<file path="config.mk">
export PLATFORM = sky130hd
export DESIGN_NAME = cbt_core
export DESIGN_NICKNAME = d
export VERILOG_FILES = /design/src/cbt_pkg.sv /design/src/cbt_tq_gen.sv /design/src/cbt_line_filter.sv /design/src/cbt_core.sv
export SDC_FILE = /design/constraint.sdc
export NUM_CORES = 1
export LEC_CHECK = 0
export BUFFER_PORTS_ARGS = -buffer_cell sky130_fd_sc_hd__buf_4
export CAP_MARGIN = 10
export CORE_MARGIN = 8
export CORE_UTILIZATION = 35
export CTS_CLUSTER_DIAMETER = 50
export DETAILED_ROUTE_END_ITERATION = 7
export GPL_ROUTABILITY_DRIVEN = 0
export SLEW_MARGIN = 0
export SYNTH_ARGS = -nofsm -noshare
export SYNTH_HDL_FRONTEND = slang
export SYNTH_SLANG_ARGS = --single-unit
</file>
<file path="constraint.sdc">
create_clock -name clk -period 5.3 [get_ports clk]
set_input_delay 0.265 -clock clk [delete_from_list [all_inputs] [get_ports clk]]
set_output_delay 0.265 -clock clk [all_outputs]
set_load 0.05 [all_outputs]
</file>
<file path="src/cbt_pkg.sv">
// cbt_pkg: register map, field layout, reset values and timing counts
// for the bit-timing and event-flag block; shared by every module except cbt_bus_model.
package cbt_pkg;
	localparam int unsigned CLK_MHZ   = 250;
	localparam int unsigned FILT_NS   = 50;
	localparam int unsigned FILT_CYC  = (FILT_NS * CLK_MHZ + 999) / 1000;

	// ---------------------------------------------------------------
	// register byte offsets
	// ---------------------------------------------------------------
	localparam logic [7:0] OFF_BT1    = 8'h00;
	localparam logic [7:0] OFF_BT2    = 8'h04;
	localparam logic [7:0] OFF_BT3    = 8'h08;
	localparam logic [7:0] OFF_IO     = 8'h0c;
	localparam logic [7:0] OFF_FLAGS  = 8'h10;
	localparam logic [7:0] OFF_EN     = 8'h14;
	localparam logic [7:0] OFF_CTRL   = 8'h18;
	localparam logic [7:0] OFF_STAT   = 8'h1c;

	// ---------------------------------------------------------------
	// reset values and writable masks
	// ---------------------------------------------------------------
	localparam logic [7:0] RST_ZERO   = 8'h00;
	localparam logic [7:0] RST_CTRL   = 8'h80;
	localparam logic [7:0] BT3_MASK   = 8'h47;
	localparam logic [7:0] IO_MASK    = 8'h30;
	localparam logic [7:0] CTRL_MASK  = 8'he0;
	localparam logic [2:0] OP_CFG     = 3'h4;

	// ---------------------------------------------------------------
	// field positions
	// ---------------------------------------------------------------
	localparam int unsigned SJW_LSB   = 6;
	localparam int unsigned PH2F_BIT  = 7;
	localparam int unsigned TRIP_BIT  = 6;
	localparam int unsigned PH1_LSB   = 3;
	localparam int unsigned WFIL_BIT  = 6;
	localparam int unsigned DRVH_BIT  = 5;
	localparam int unsigned CAPR_BIT  = 4;
	localparam int unsigned OPRQ_LSB  = 5;
	localparam int unsigned F_INV     = 7;
	localparam int unsigned F_WAKE    = 6;
	localparam int unsigned F_ERR     = 5;
	localparam int unsigned F_TX0     = 2;
	localparam int unsigned F_RX0     = 0;
	localparam int unsigned ERR_N     = 4;

	localparam logic [4:0] IPT_TQ     = 5'h02;

	typedef struct packed {
		logic [1:0] resync_jump_width;
		logic [5:0] quantum_prescaler;
		logic       ph2_free;
		logic       triple;
		logic [2:0] ph1;
		logic [2:0] prop;
		logic [2:0] ph2;
	} cbt_timing_s;

	typedef enum logic [1:0] {SEG_SYNC, SEG_TSEG1, SEG_PH2} cbt_seg_e;
endpackage

</file>
<file path="src/cbt_tq_gen.sv">
// cbt_tq_gen: time quantum tick from the system clock.
// assumes brp is held steady while the bit timer runs.
`timescale 1ns/1ps
module cbt_tq_gen
	import cbt_pkg::*;
(
	input  wire logic       clk,     // system clock
	input  wire logic       resetn,  // async reset, active low
	input  wire logic [5:0] quantum_prescaler,     // quantum_prescaler field
	output logic            tq_tick  // one pulse per time quantum
);
	logic [6:0] cnt_q;
	logic [6:0] last;

	// two clocks per prescaler step, so the divider is 2*(brp+1)
	assign last = {quantum_prescaler, 1'b1};

	always_ff @(posedge clk or negedge resetn) begin
		if (!resetn) begin
			cnt_q   <= 7'h00;
			tq_tick <= 1'b0;
		end else if (cnt_q >= last) begin
			cnt_q   <= 7'h00;
			tq_tick <= 1'b1;
		end else begin
			cnt_q   <= cnt_q + 7'h01;
			tq_tick <= 1'b0;
		end
	end

	// ---------------------------------------------------------------
	// assertions
	// ---------------------------------------------------------------
	logic [6:0] since_q;
	logic [5:0] brp_seen_q;
	logic       steady_q;

	// a period is only judged once it began under the current prescaler
	always_ff @(posedge clk or negedge resetn) begin
		if (!resetn) begin
			since_q    <= 7'h00;
			brp_seen_q <= 6'h00;
			steady_q   <= 1'b0;
		end else begin
			since_q    <= tq_tick ? 7'h00 : since_q + 7'h01;
			brp_seen_q <= quantum_prescaler;
			if (quantum_prescaler != brp_seen_q)
				steady_q <= 1'b0;
			else if (tq_tick)
				steady_q <= 1'b1;
		end
	end
endmodule

</file>
<file path="src/cbt_line_filter.sv">
// cbt_line_filter: passes a level only after it has held steady
// for FILT_CYC clocks; input is already synchronised.
`timescale 1ns/1ps
module cbt_line_filter
	import cbt_pkg::*;
(
	input  wire logic clk,     // system clock
	input  wire logic resetn,  // async reset, active low
	input  wire logic din,     // raw synchronised bus level
	output logic      dout     // filtered level
);
	localparam logic [4:0] FCYC = 5'(FILT_CYC);
	logic [4:0] cnt_q;

	// short glitches restart the count and never reach the output
	always_ff @(posedge clk or negedge resetn) begin
		if (!resetn) begin
			cnt_q <= 5'h00;
			dout  <= 1'b1;
		end else if (din == dout) begin
			cnt_q <= 5'h00;
		end else if (cnt_q >= FCYC - 5'h01) begin
			cnt_q <= 5'h00;
			dout  <= din;
		end else begin
			cnt_q <= cnt_q + 5'h01;
		end
	end
endmodule

</file>
<file path="src/cbt_core.sv">
// cbt_core: bit-timing configuration, pin routing and event flags
// of a bus controller, reached over APB.
// Operation
// - resync jump width is field plus one quanta.
// - one quantum is 2*(prescaler+1) clock periods.
// - timing registers one and two are writable only in config mode.
// - phase 2 from own field if free, else max(phase 1, INFO_PROCESSING_TIME).
// - triple-sample bit takes majority of three samples, else one.
// - phase segment 1 lasts field plus one quanta.
// - propagation segment lasts field plus one quanta.
// - free phase segment 2 lasts field plus one quanta.
// - phase 2 field ignored when free-select bit is clear.
// - wake detection uses the line filter when selected.
// - recessive transmit pin drives high or floats per drive bit.
// - capture unit fed by message-receive signal or capture pin.
// - unimplemented bits read zero and ignore writes.
// - invalid message sets the invalid-message flag.
// - bus activity sets the wake flag.
// - any error source sets the one shared error flag.
// - each transmit buffer done sets its flag at bits 4..2.
// - each receive buffer full sets its flag at bits 1..0.
// - invalid-message request only while its enable is set.
// - wake request only while its enable is set.
// assumes an APB master on clk and a bit engine on the same clock.
`timescale 1ns/1ps
module cbt_core
	import cbt_pkg::*;
(
	input  wire logic         clk,          // 250 MHz system clock
	input  wire logic         resetn,       // async reset, active low
	input  wire logic         psel,         // apb select
	input  wire logic         penable,      // apb access phase
	input  wire logic         pwrite,       // apb direction
	input  wire logic [7:0]   paddr,        // apb byte address
	input  wire logic [31:0]  pwdata,       // apb write data
	output logic [31:0]       prdata,       // apb read data
	output logic              pready,       // apb ready
	output logic              pslverr,      // apb error, unmapped
	input  wire logic         bus_rx_pin,   // bus receive pin
	input  wire logic         capture_input_pin, // capture pin
	input  wire logic         msg_rx_sig,   // engine receive signal
	input  wire logic         tx_bit,       // engine bit, 1 recessive
	input  wire logic         invalid_evt,  // invalid message pulse
	input  wire logic [ERR_N-1:0] err_evt,  // error source pulses
	input  wire logic [2:0]   tx_done_evt,  // tx buffer done pulses
	input  wire logic [1:0]   rx_full_evt,  // rx buffer full pulses
	output logic              bus_transmit_pin_o,  // pin level
	output logic              bus_transmit_pin_oe, // pin enable
	output logic              capture_out,  // capture unit input
	output logic              tq_pulse,     // time quantum tick
	output logic              sample_pulse, // sample point strobe
	output logic              sampled_bit,  // bit taken at sample
	output logic [2:0]        sjw_tq,       // jump width in quanta
	output logic [4:0]        bit_len_tq,   // nominal bit quanta
	output logic [7:0]        irq_req       // flag and enable
);
	// ---------------------------------------------------------------
	// registers
	// ---------------------------------------------------------------
	logic [7:0]  bt1_q, bt2_q, bt3_q, io_q, flags_q, en_q, ctrl_q;
	logic [7:0]  flags_d, ev_vec;
	cbt_timing_s tim;
	logic        wr_acc, in_cfg;
	logic        rx_lvl_q, cap_lvl_q, rx_prev_q, wake_src_prev_q;
	logic        filt_rx, wake_src, rx_fall, tq_tick;

	assign tim = '{resync_jump_width: bt1_q[7:6], quantum_prescaler: bt1_q[5:0],
		ph2_free: bt2_q[PH2F_BIT], triple: bt2_q[TRIP_BIT],
		ph1: bt2_q[5:3], prop: bt2_q[2:0], ph2: bt3_q[2:0]};
	assign in_cfg = (ctrl_q[7:5] == OP_CFG);
	assign wr_acc = psel && penable && pready && pwrite;

	function automatic logic hit(input logic [7:0] a);
		return a == OFF_BT1 || a == OFF_BT2 || a == OFF_BT3 ||
			a == OFF_IO || a == OFF_FLAGS || a == OFF_EN ||
			a == OFF_CTRL || a == OFF_STAT;
	endfunction

	// ---------------------------------------------------------------
	// apb slave: answers in the first access cycle
	// ---------------------------------------------------------------
	always_ff @(posedge clk or negedge resetn) begin
		if (!resetn) begin
			pready  <= 1'b0;
			pslverr <= 1'b0;
			prdata  <= 32'h00000000;
		end else if (psel && !penable && !pready) begin
			pready  <= 1'b1;
			pslverr <= !hit(paddr);
			unique case (paddr)
				OFF_BT1:   prdata <= {24'h000000, bt1_q};
				OFF_BT2:   prdata <= {24'h000000, bt2_q};
				OFF_BT3:   prdata <= {24'h000000, bt3_q};
				OFF_IO:    prdata <= {24'h000000, io_q};
				OFF_FLAGS: prdata <= {24'h000000, flags_q};
				OFF_EN:    prdata <= {24'h000000, en_q};
				OFF_CTRL:  prdata <= {24'h000000, ctrl_q};
				OFF_STAT:  prdata <= {24'h000000, sampled_bit,
					2'b00, bit_len_tq};
				default:   prdata <= 32'h00000000;
			endcase
		end else begin
			pready  <= 1'b0;
			pslverr <= 1'b0;
		end
	end

	// timing registers one and two hold while not in config mode
	always_ff @(posedge clk or negedge resetn) begin
		if (!resetn) begin
			bt1_q <= RST_ZERO;
			bt2_q <= RST_ZERO;
		end else if (wr_acc && in_cfg) begin
			if (paddr == OFF_BT1)
				bt1_q <= pwdata[7:0];
			if (paddr == OFF_BT2)
				bt2_q <= pwdata[7:0];
		end
	end

	always_ff @(posedge clk or negedge resetn) begin
		if (!resetn) begin
			bt3_q  <= RST_ZERO;
			io_q   <= RST_ZERO;
			en_q   <= RST_ZERO;
			ctrl_q <= RST_CTRL;
		end else if (wr_acc) begin
			if (paddr == OFF_BT3)
				bt3_q <= pwdata[7:0] & BT3_MASK;
			if (paddr == OFF_IO)
				io_q <= pwdata[7:0] & IO_MASK;
			if (paddr == OFF_EN)
				en_q <= pwdata[7:0];
			if (paddr == OFF_CTRL)
				ctrl_q <= pwdata[7:0] & CTRL_MASK;
		end
	end

	// ---------------------------------------------------------------
	// event flags: a hardware set wins over a software clear
	// ---------------------------------------------------------------
	assign ev_vec = {invalid_evt,
		wake_src_prev_q && !wake_src,
		|err_evt,
		tx_done_evt,
		rx_full_evt};

	always_comb begin
		flags_d = flags_q;
		if (wr_acc && paddr == OFF_FLAGS)
			flags_d = pwdata[7:0];
		flags_d = flags_d | ev_vec;
	end

	always_ff @(posedge clk or negedge resetn) begin
		if (!resetn) begin
			flags_q <= RST_ZERO;
			irq_req <= RST_ZERO;
		end else begin
			flags_q <= flags_d;
			irq_req <= flags_q & en_q;
		end
	end

	// ---------------------------------------------------------------
	// pin inputs: three flops, a change counts when two and three agree
	// ---------------------------------------------------------------
	logic [1:0] pin_in;
	logic [2:0] sync_q [2];
	assign pin_in = {capture_input_pin, bus_rx_pin};

	for (genvar g = 0; g < 2; g++) begin : g_sync
		always_ff @(posedge clk or negedge resetn) begin
			if (!resetn)
				sync_q[g] <= 3'h7;
			else
				sync_q[g] <= {sync_q[g][1:0], pin_in[g]};
		end
	end

	always_ff @(posedge clk or negedge resetn) begin
		if (!resetn) begin
			rx_lvl_q  <= 1'b1;
			cap_lvl_q <= 1'b1;
		end else begin
			if (sync_q[0][1] == sync_q[0][2])
				rx_lvl_q <= sync_q[0][2];
			if (sync_q[1][1] == sync_q[1][2])
				cap_lvl_q <= sync_q[1][2];
		end
	end

	cbt_line_filter u_filt (
		.clk    (clk),
		.resetn (resetn),
		.din    (rx_lvl_q),
		.dout   (filt_rx)
	);

	// the filter costs FILT_CYC clocks of wake latency
	assign wake_src = bt3_q[WFIL_BIT] ? filt_rx : rx_lvl_q;

	// ---------------------------------------------------------------
	// pin outputs
	// ---------------------------------------------------------------
	always_ff @(posedge clk or negedge resetn) begin
		if (!resetn) begin
			bus_transmit_pin_o  <= 1'b1;
			bus_transmit_pin_oe <= 1'b0;
			capture_out         <= 1'b1;
			wake_src_prev_q     <= 1'b1;
			rx_prev_q           <= 1'b1;
		end else begin
			bus_transmit_pin_o  <= tx_bit;
			bus_transmit_pin_oe <= !tx_bit || io_q[DRVH_BIT];
			capture_out <= io_q[CAPR_BIT] ? msg_rx_sig
				: cap_lvl_q;
			wake_src_prev_q     <= wake_src;
			rx_prev_q           <= rx_lvl_q;
		end
	end

	// ---------------------------------------------------------------
	// bit timer
	// ---------------------------------------------------------------
	cbt_tq_gen u_tq (
		.clk     (clk),
		.resetn  (resetn),
		.quantum_prescaler     (tim.quantum_prescaler),
		.tq_tick (tq_tick)
	);

	logic [4:0] tseg1_len, ph1_len, ph2_len, sjw_len, ph2_rem;
	logic [4:0] qcnt_q, ext_q;
	logic [2:0] hist_q;
	logic       resynced_q;
	cbt_seg_e   seg_q;

	assign ph1_len   = {2'b00, tim.ph1} + 5'h01;
	assign tseg1_len = {2'b00, tim.prop} + 5'h01 + ph1_len;
	assign sjw_len   = {3'b000, tim.resync_jump_width} + 5'h01;
	assign ph2_len = tim.ph2_free ? {2'b00, tim.ph2} + 5'h01
		: (ph1_len > IPT_TQ ? ph1_len : IPT_TQ);
	assign ph2_rem = ph2_len - qcnt_q;
	assign rx_fall = rx_prev_q && !rx_lvl_q;

	always_ff @(posedge clk or negedge resetn) begin
		if (!resetn) begin
			sjw_tq     <= 3'h1;
			bit_len_tq <= 5'h05;
			tq_pulse   <= 1'b0;
		end else begin
			sjw_tq     <= sjw_len[2:0];
			bit_len_tq <= 5'h01 + tseg1_len + ph2_len;
			tq_pulse   <= tq_tick;
		end
	end

	// a late edge stretches phase 1 by up to the jump width; an early
	// edge in phase 2 ends the bit only when within the jump width
	always_ff @(posedge clk or negedge resetn) begin
		if (!resetn) begin
			seg_q        <= SEG_SYNC;
			qcnt_q       <= 5'h00;
			ext_q        <= 5'h00;
			resynced_q   <= 1'b0;
			hist_q       <= 3'h7;
			sample_pulse <= 1'b0;
			sampled_bit  <= 1'b1;
		end else begin
			sample_pulse <= 1'b0;
			if (rx_fall && !resynced_q && seg_q == SEG_TSEG1) begin
				resynced_q <= 1'b1;
				ext_q <= (qcnt_q + 5'h01 < sjw_len)
					? qcnt_q + 5'h01 : sjw_len;
			end else if (rx_fall && !resynced_q &&
				seg_q == SEG_PH2 && ph2_rem <= sjw_len) begin
				resynced_q <= 1'b1;
				seg_q      <= SEG_SYNC;
				qcnt_q     <= 5'h00;
			end else if (tq_tick) begin
				hist_q <= {hist_q[1:0], rx_lvl_q};
				unique case (seg_q)
					SEG_SYNC: begin
						seg_q      <= SEG_TSEG1;
						qcnt_q     <= 5'h00;
						ext_q      <= 5'h00;
						resynced_q <= 1'b0;
					end
					SEG_TSEG1: begin
						if (qcnt_q >= tseg1_len + ext_q - 5'h01) begin
							seg_q        <= SEG_PH2;
							qcnt_q       <= 5'h00;
							sample_pulse <= 1'b1;
							sampled_bit  <= tim.triple
								? maj({hist_q[1:0], rx_lvl_q})
								: rx_lvl_q;
						end else begin
							qcnt_q <= qcnt_q + 5'h01;
						end
					end
					SEG_PH2: begin
						if (qcnt_q >= ph2_len - 5'h01) begin
							seg_q  <= SEG_SYNC;
							qcnt_q <= 5'h00;
						end else begin
							qcnt_q <= qcnt_q + 5'h01;
						end
					end
				endcase
			end
		end
	end

	function automatic logic maj(input logic [2:0] v);
		return (v[0] & v[1]) | (v[1] & v[2]) | (v[0] & v[2]);
	endfunction
endmodule

</file>
; ---- Yosys cells after proc, flatten, opt, wreduce, memory -nomap -nowiden
; Cells that the tools add are included.
[word_totals]
register_bits = 136
inputBits = 59
out_inout_bits = 56
[op_classes]
add_sub_neg = 14
magnitude_cmp = 7
n_eq_ne = 16
muxes = 37
bitwise = 10
n_reduce_logical = 49
[op_table]
columns = op, count
row1 = $pmux 8 s8, 1
row2 = $mux 5, 11
row3 = $eq 8x5->1 const B, 4
row4 = $reduce_and 2->1, 9
row5 = $eq 8x4->1 const B, 2
row6 = $mux 1, 15
row7 = $pmux 5 s3, 1
row8 = $logic_and 1x1->1, 13
row9 = $add 3x1->4 const B, 3
row10 = $add 5x1->5 const B, 2
row11 = $ge 5x5->1, 2
row12 = $and 8x8->8, 1
row13 = $eq 8x3->1 const B, 1
row14 = $logic_not 8->1, 1
row15 = $logic_or 1x1->1, 8
row16 = $mux 2, 4
row17 = $mux 4, 2
row18 = $mux 8, 1
row19 = $or 8x8->8, 1
row20 = $add 7x1->7 const B, 1
row21 = $ge 7x7->1, 1
row22 = $logic_not 1->1, 7
row23 = $mux 7, 1
row24 = $ne 3x1->1 const B, 2
row25 = other kinds (28), 39

; ---- Logic depth before layout (Yosys ltp)
; Gate-level depths: netlist of run 1.
[logic_depth]
ltp_word = 10
depth_mapped = 19
mapped_depth_nobuf = 19

; ---- By module
; A second synthesis of run 1 with hierarchy kept.
[unflattened]
hier_cells = 563
area_unflattened_um2 = 6302.3
[modules_own_cells]
columns = module, instances, cells_each, area_each_um2, seq_area_each_um2
row1 = cbt_core, 1, 494, 5560.3, 2476.1
row2 = cbt_tq_gen, 1, 49, 484.2, 200.2
row3 = cbt_line_filter, 1, 20, 257.7, 151.4

; ---- Worst setup path before layout of run 1
; No wires, ideal clock.
[synth_timing]
path_kind = register -> register
startpoint = reg bt2_q[3]
endpoint = reg qcnt_q[0]
arrival_ns = 3.893
setup_slack_ns = 1.341
stages_incl_launch_ff = 19
synth_period_minus_slack_ns = 3.959
path_cell_list = dfrtp_1 ha_1 inv_1 fa_1 xnor2_1 inv_1 ha_1 inv_1 ha_1 a21o_1 a21oi_1 xnor2_1 ha_1 nand4_1 a21oi_1 a211oi_1 a21boi_0 nor3_1 mux2_2
[synth_between]
elab_chain_cells = 10
elab_cells_between_ends = 20
classes_between = add/sub: 6 / order compare: 4 / mux: 7 / reduce/logical: 3
[synth_lines]
columns = element, line
row1 = from (decl), cbt_core.sv:60  ; logic [7:0] bt1_q, bt2_q, bt3_q, io_q, flags_q, en_q, ctrl_q;
row2 = from (signal assigned), cbt_core.sv:117  ; bt2_q <= pwdata[7:0];
row3 = $add 3x1->4 (*), cbt_core.sv:239  ; assign ph1_len = {2'b00, tim.ph1} + 5'h01;
row4 = branches (longest 9 deep; another with $add 4x4->5), n/a
row5 = to (signal assigned), cbt_core.sv:299  ; qcnt_q <= qcnt_q + 5'h01;
row6 = to (signal assigned), cbt_core.sv:307  ; qcnt_q <= qcnt_q + 5'h01;
row7 = to (decl), cbt_core.sv:234  ; logic [4:0] qcnt_q, ext_q;
; Every way passes the cells marked *. The select of a mux whose other input is x is not followed.
; A chain may end at the register's enable or synchronous reset.

; ---- Worst setup path after layout of run 1
; Ends and elaborated chain as after synthesis.

==> results by group, run 1 <==
Detailed routing
  • DR vias: 4238
  • TritonRoute pass-1 iters: 4
  • Drt wl/cell: 16.2 µm
  • DR iter-0 viols: 135
  • Final ANT Viol Nets: 0
  • # DRC: 0
  • Drt via density: 4.93
  • Routed WL: 14.0 mm

Synth
  • Netlist cell types: 55
  • Cell taking the most area after synthesis: dfrtp_1
  • Main synth FF type: dfrtp_1
  • Count leader, synth: dfrtp_1
  • Synth Register Bits: 112
  • Post-Syn Area: 6170 µm²
  • Seq/Total Area, Yosys: 0.458
  • Post-Syn Instances: 560
  • Ranking of synthesized cells by area: dfrtp_1, ha_1, dfstp_2, mux2_2, inv_1
  • Synth top area share: 0.373
  • Synth top cells by count: dfrtp_1, ha_1, inv_1
  • Asr flop ratio synth: 1.00
  • Yosys warns: 0
  • Syn Area/Cell: 11.0 µm²
  • Post-synth EDFFs: 0

Clock network
  • CTS Buf Count: 9
  • CTS tree: yes
  • Clk_lat worst skew: 0.35 ns
  • CTS HTree Levels: 3
  • Clock transition at the registers of the reported paths: 0.07 ns
  • Post-CTS Repair Setup Buffers: 0
  • Max clock buf depth: 2
  • Clock sinks: 112
  • Clock Tree Root: clkbuf_16
  • Post-cts resize count: 0

Cells and area
  • Fin area: 7170 µm²
  • FF+latch area: 2830 µm²
  • Nets: 745
  • Synth-to-layout area growth: 16.1%
  • Ant diodes: 0
  • Share of cells above drive strength 1: 0.250
  • Fillcell total: 1653
  • Area of the multi-input gates: 3020 µm²

Placed design
  • Placed wire-length estimate: 10.8 mm
  • IO Port Bufs: 66
  • Dpl cell area: 6830 µm²

STA
  • RSZ-0062 raised after global routing: false
  • TNS Setup: 0 ns
  • Fin crit period: 4.65 ns
  • Slew HR: 0.445
  • Final hold violations: 0
  • Fmax: 0.215 GHz
  • Slew Limit Fails: 0
  • Slew at the pin with the worst max-slew slack: 0.830 ns
  • Final Skew: 0.00657 ns
  • Period utilisation layout: 0.877
  • Final setup viols: 0

Setup path
  • CP Class: reg2reg
  • Reg2reg start: bt2_q[3]
  • FF-to-FF End: qcnt_q[0]
  • Worst path required time: 5.59 ns
  • Worst EP arrival: 4.94 ns
  • Worst path max stage delay: 0.49 ns
  • Crit. End Element: register
  • CP dominant cell by count: ha_1
  • Worst Setup SP: bt2_q[3]
  • R2r setup slk: 0.65 ns
  • Worst setup SP type: register
  • CP cell instances: ha_1 -> inv_1 -> fa_1 -> xnor2_1 -> inv_1 -> ha_1 -> inv_1 -> ha_1 -> a21o_1 -> a21oi_1 -> xnor2_1 -> ha_1 -> nand4_1 -> a21oi_1 -> a211oi_1 -> a21boi_0 -> nor3_1 -> mux2_2
  • Worst reg2reg path depth: 18
  • Critical path fanouts, max: 6
  • CP max stage cell: nor3_1

Hold path
  • Worst Hold Class: in2reg
  • Min-Delay Endpoint: sync_q[3]
  • HP Start: bus_rx_pin
  • Hold Path Cell Cnt: 1

Global routing
  • Vias in the first global route: 4355
  • Initial antenna violation count: 0
  • Gr usage total: 0.129
  • First-pass GRT wire length: 22.7 mm
  • Total global routing overflow: 0
  • Largest net degree at the start of global routing: 63

Die
  • Die Y-Extent: 149 µm
  • Initial core utilization: 0.357
  • IO Pins: 115
  • Die ar.: 22100 µm²
  • Die width: 149 µm
  • Core box area: 17300 µm²
  • Row count: 48

Outcome
  • Status: finished clean

Pwr
  • Leak: 3.43 nW
  • VDD IR max: 0.000184 V
  • Pwr dens: 308 nW/µm²
  • Tot Pwr: 2.21 mW

Flow run
  • Max-cap violations: 0
registers in the layout, summed over array words and instances, names as in the netlist, 3 cells and up:
register / flops
u_tq.cnt_q: 7
ctrl_q: 3
bit_len_tq: 5
sjw_tq: 3
flags_q: 8
sync_q: 6
prdata: 8
u_filt.cnt_q: 5
en_q: 8
irq_req: 8
qcnt_q: 5
bt2_q: 8
ext_q: 5
bt3_q: 4
bt1_q: 8
cells in the final DEF (no fill, tap or decap), types with 8 or more instances in the layout:
cell and instances:
conb_1 25, mux2_2 44, mux2i_1 9, buf_4 68, a21oi_1 17, nor2_1 37, nand3_1 16, nand2_1 34
dfstp_2 20, o21ai_0 16, and2_1 12, ha_1 52, nand2b_1 8, dfrtp_1 92, inv_1 49, and3_1 9
clkbuf_16 9, xnor2_1 18
critical path, delay by kind of cell (launching register included):
family          cells  cell delay [ns]
compound gates      5             1.02
xor+xnor            2             0.41
fa+ha+maj           5             1.62
buf+inv             3             0.21
flops               1             0.47
mux                 1             0.26
simple gates        2             0.59
final cells by class:
| type | count | share of cell area |
|---|---|---|
| well taps | 225 | 0.0393 |
| inverters | 50 | 0.0262 |
| clock inverters | 7 | 0.0126 |
| repair buffers | 70 | 0.0740 |
| multi-input cells | 387 | 0.422 |
| clock buffers | 9 | 0.0314 |
| flip-flops and latches | 112 | 0.395 |
routing by layer:
layer  up-vias  part of all wire  GRT usage
li1       2025                 -          -
met1      2093              0.46      0.167
met2       102              0.46      0.201
met3        18             0.060     0.0331
met4         0             0.022     0.0545
met5         -                 0          0
cell families after synthesis:
group	Yosys count	share of synthesized area
simple gates	145	0.122
fa+ha+maj	58	0.122
flops	112	0.458
other cells	1	0.000608
mux	58	0.113
compound gates	76	0.0821
buf+inv	85	0.0667
xor+xnor	25	0.0355
where the power goes:
part / internal, mW / leakage [nW] / total (mW) / switching (mW)
clock network: 0.375 / 0.147 / 0.700 / 0.324
logic: 0.201 / 1.86 / 0.520 / 0.319
registers: 0.930 / 1.42 / 0.988 / 0.0578
how the worst max path moves through the flow:
stage | depth (start not counted) | to
floorplan | 18 | qcnt_q[0]
global placement | 18 | qcnt_q[0]
detailed placement | 18 | qcnt_q[0]
CTS | 18 | qcnt_q[0]
global route | 18 | qcnt_q[0]
finish | 18 | qcnt_q[0]
metrics by stage:
step	instances	hold slack, ns	setup WS, ns	utilization
after floorplan	584	-0.0306	1.34	-
after global placement	842	0.331	0.782	0.395
after detailed placement	842	0.335	0.666	0.395
after CTS	860	0.00329	0.635	0.414
after global routing	860	0.00568	0.136	0.414
final	860	0.0195	0.650	0.414
repair_timing:
action                                  in CTS  in global routing
hold endpoints to repair                    45                  0
endpoints found under the setup margin       0                  0
hold buffers                                 2                  0
Power figures use the tool's default switching activity.
==> run 2, diff against run 1 <==
clock period = 5.6 ns   (was 5.3 ns; I/O delays follow)
==> run 2 against run 1 <==
  * Sequential share of layout area grew 0.16 points
  * Hold slack gained 0.011 ns
  * Non-clock buffer count shrank 1
  * Critical path depth is the same
  * First-iteration DRC count grew 38%
  * Design area shrank 0.40%
  * Setup slack gained 0.23 ns
  * Sequential power shrank 5.4%
  * Die area is the same
==> results by group, run 2 (synthesis results as in run 1) <==
Outcome
  • Status: finished clean

Die
  • Row count: 48 (unchanged)
  • IO Pins: 115 (unchanged)
  • Die Y-Extent: 149 µm (unchanged)
  • Die ar.: 22100 µm² (unchanged)
  • Die width: 149 µm (unchanged)
  • Core box area: 17300 µm² (unchanged)
  • Initial core utilization: 0.357 (unchanged)

Pwr
  • Pwr dens: 289 nW/µm² (-6.2%)
  • VDD IR max: 0.000147 V (-20%)
  • Leak: 3.42 nW (-0.32%)
  • Tot Pwr: 2.06 mW (-6.5%)

STA
  • RSZ-0062 raised after global routing: false
  • Fmax: 0.212 GHz (-1.5%)
  • Slew at the pin with the worst max-slew slack: 0.866 ns (+0.0363 ns)
  • Fin crit period: 4.72 ns (+0.0704 ns)
  • Period utilisation layout: 0.843 (-0.0344)
  • Final Skew: 0.0105 ns (+0.00398 ns)
  • Slew HR: 0.423 (-0.0222)
  • Slew Limit Fails: 0 (unchanged)
  • Final hold violations: 0 (unchanged)
  • TNS Setup: 0 ns (unchanged)
  • Final setup viols: 0 (unchanged)

Global routing
  • Gr usage total: 0.128 (-0.00115)
  • First-pass GRT wire length: 22.6 mm (-0.42%)
  • Initial antenna violation count: 0 (unchanged)
  • Largest net degree at the start of global routing: 71 (+13%)
  • Vias in the first global route: 4382 (+0.62%)
  • Total global routing overflow: 0 (unchanged)

Hold path
  • HP Start: capture_input_pin
  • Worst Hold Class: in2reg

Detailed routing
  • TritonRoute pass-1 iters: 4 (unchanged)
  • # DRC: 0 (unchanged)
  • Routed WL: 13.9 mm (-0.64%)
  • DR iter-0 viols: 186 (+38%)
  • DR vias: 4215 (-0.54%)
  • Drt wl/cell: 16.2 µm (-0.53%)
  • Drt via density: 4.91 (-0.43%)
  • Final ANT Viol Nets: 0 (unchanged)

Cells and area
  • Nets: 744 (-0.13%)
  • Most frequent cells in the layout: dfrtp_1, buf_4, ha_1
  • Most common cell after layout, fill and taps aside: dfrtp_1
  • Ant diodes: 0 (unchanged)
  • Synth-to-layout area growth: 15.6%
  • Share of cells above drive strength 1: 0.251 (+0.000395)

Clock network
  • Post-cts resize count: 0 (unchanged)
  • Clock sinks: 112 (unchanged)
  • CTS Buf Count: 9 (unchanged)
  • Clock Tree Root: clkbuf_16
  • Max clock buf depth: 2 (unchanged)
  • Clock transition at the registers of the reported paths: 0.08 ns (about the same)
  • CTS tree: yes
  • CTS HTree Levels: 3 (unchanged)
  • Clk_lat worst skew: 0.35 ns (about the same)

Placed design
  • IO Port Bufs: 66 (unchanged)
  • Placed wire-length estimate: 10.7 mm (-0.30%)

Setup path
  • Worst path required time: 5.89 ns (+0.30 ns)
  • Worst EP arrival: 5.01 ns (+0.07 ns)
  • Worst Setup SP: bt2_q[3]
  • R2r setup slk: 0.88 ns (+0.23 ns)
  • CP Class: reg2reg
  • Crit. End Element: register
  • Worst setup SP type: register
  • Reg2reg start: bt2_q[3]
  • Critical path fanouts, max: 6 (unchanged)

Flow run
  • Max-cap violations: 0 (unchanged)
## run 2: cell count changes in the layout (fill, tap and decap cells not counted)
| cell | delta |
|---|---|
| bufinv_16 | -1 |
| clkinv_4 | -2 |
| clkinv_8 | -1 |
| dlygate4sd3_1 | -1 |
| inv_12 | +1 |
| inv_6 | +2 |
| inv_8 | +1 |
## run 2: path summary, 6_finish.rpt
path / endpoint / depth (start not counted)
setup / recovery: qcnt_q[0] / 18
hold / removal: sync_q[0] / 1
setup reg to reg: qcnt_q[0] / 18
hold reg to reg: sync_q[4] / 0
max in group asynchronous: bit_len_tq[1] / 3
min in group asynchronous: qcnt_q[0] / 2
## run 2: critical path, stage by stage, from the launching register on
cell	delay [ns]
dfrtp_1	0.47
ha_1	0.36
inv_1	0.07
fa_1	0.43
xnor2_1	0.23
inv_1	0.08
ha_1	0.28
inv_1	0.06
ha_1	0.29
a21o_1	0.15
a21oi_1	0.18
xnor2_1	0.15
ha_1	0.27
nand4_1	0.10
a21oi_1	0.05
a211oi_1	0.41
a21boi_0	0.24
nor3_1	0.57
mux2_2	0.27
## run 2: repair_timing
| action | 4_1_cts | 5_1_grt |
|---|---|---|
| buffers inserted | 0 | 0 |
| endpoints found under the setup margin | 0 | 0 |
| hold buffers | 1 | 0 |
| endpoints found under the hold margin | 37 | 0 |
## run 2: layer usage
layer	wire [µm]	share of wire	GRT usage	vias up
li1	-	-	-	2026
met1	6190	0.45	0.160	2064
met2	6470	0.47	0.210	111
met3	1030	0.074	0.0376	14
met4	189	0.014	0.0389	0
met5	0	0	0	-
## run 2: cell type report
type                            count  area, µm²
Fill cell                        1652      10200
Multi-Input combinational cell    387       3020
Timing Repair Buffer               69        520
Inverter                           50        188
Clock inverter                      7       71.3
Clock buffer                        9        225
Sequential cell                   112       2830
Tap cell                          225        282
## run 2: per-stage QoR
stage                     cells  setup slack [ns]  cell area [µm²]   util  hold WS [ns]
final                       859             0.880             7140  0.413        0.0302
after global routing        859             0.435             7140  0.413        0.0189
after CTS                   859             0.845             7140  0.413        0.0138
after detailed placement    842             0.849             6830  0.395         0.311
after global placement      842              1.06             6830  0.395         0.300
after floorplan             584              1.64             6260      -       -0.0156
## run 2: where the power goes
part | internal [mW] | total (mW) | leakage [nW] | switching, mW
logic | 0.189 | 0.491 | 1.86 | 0.302
registers | 0.880 | 0.935 | 1.42 | 0.0548
clock network | 0.318 | 0.637 | 0.140 | 0.319
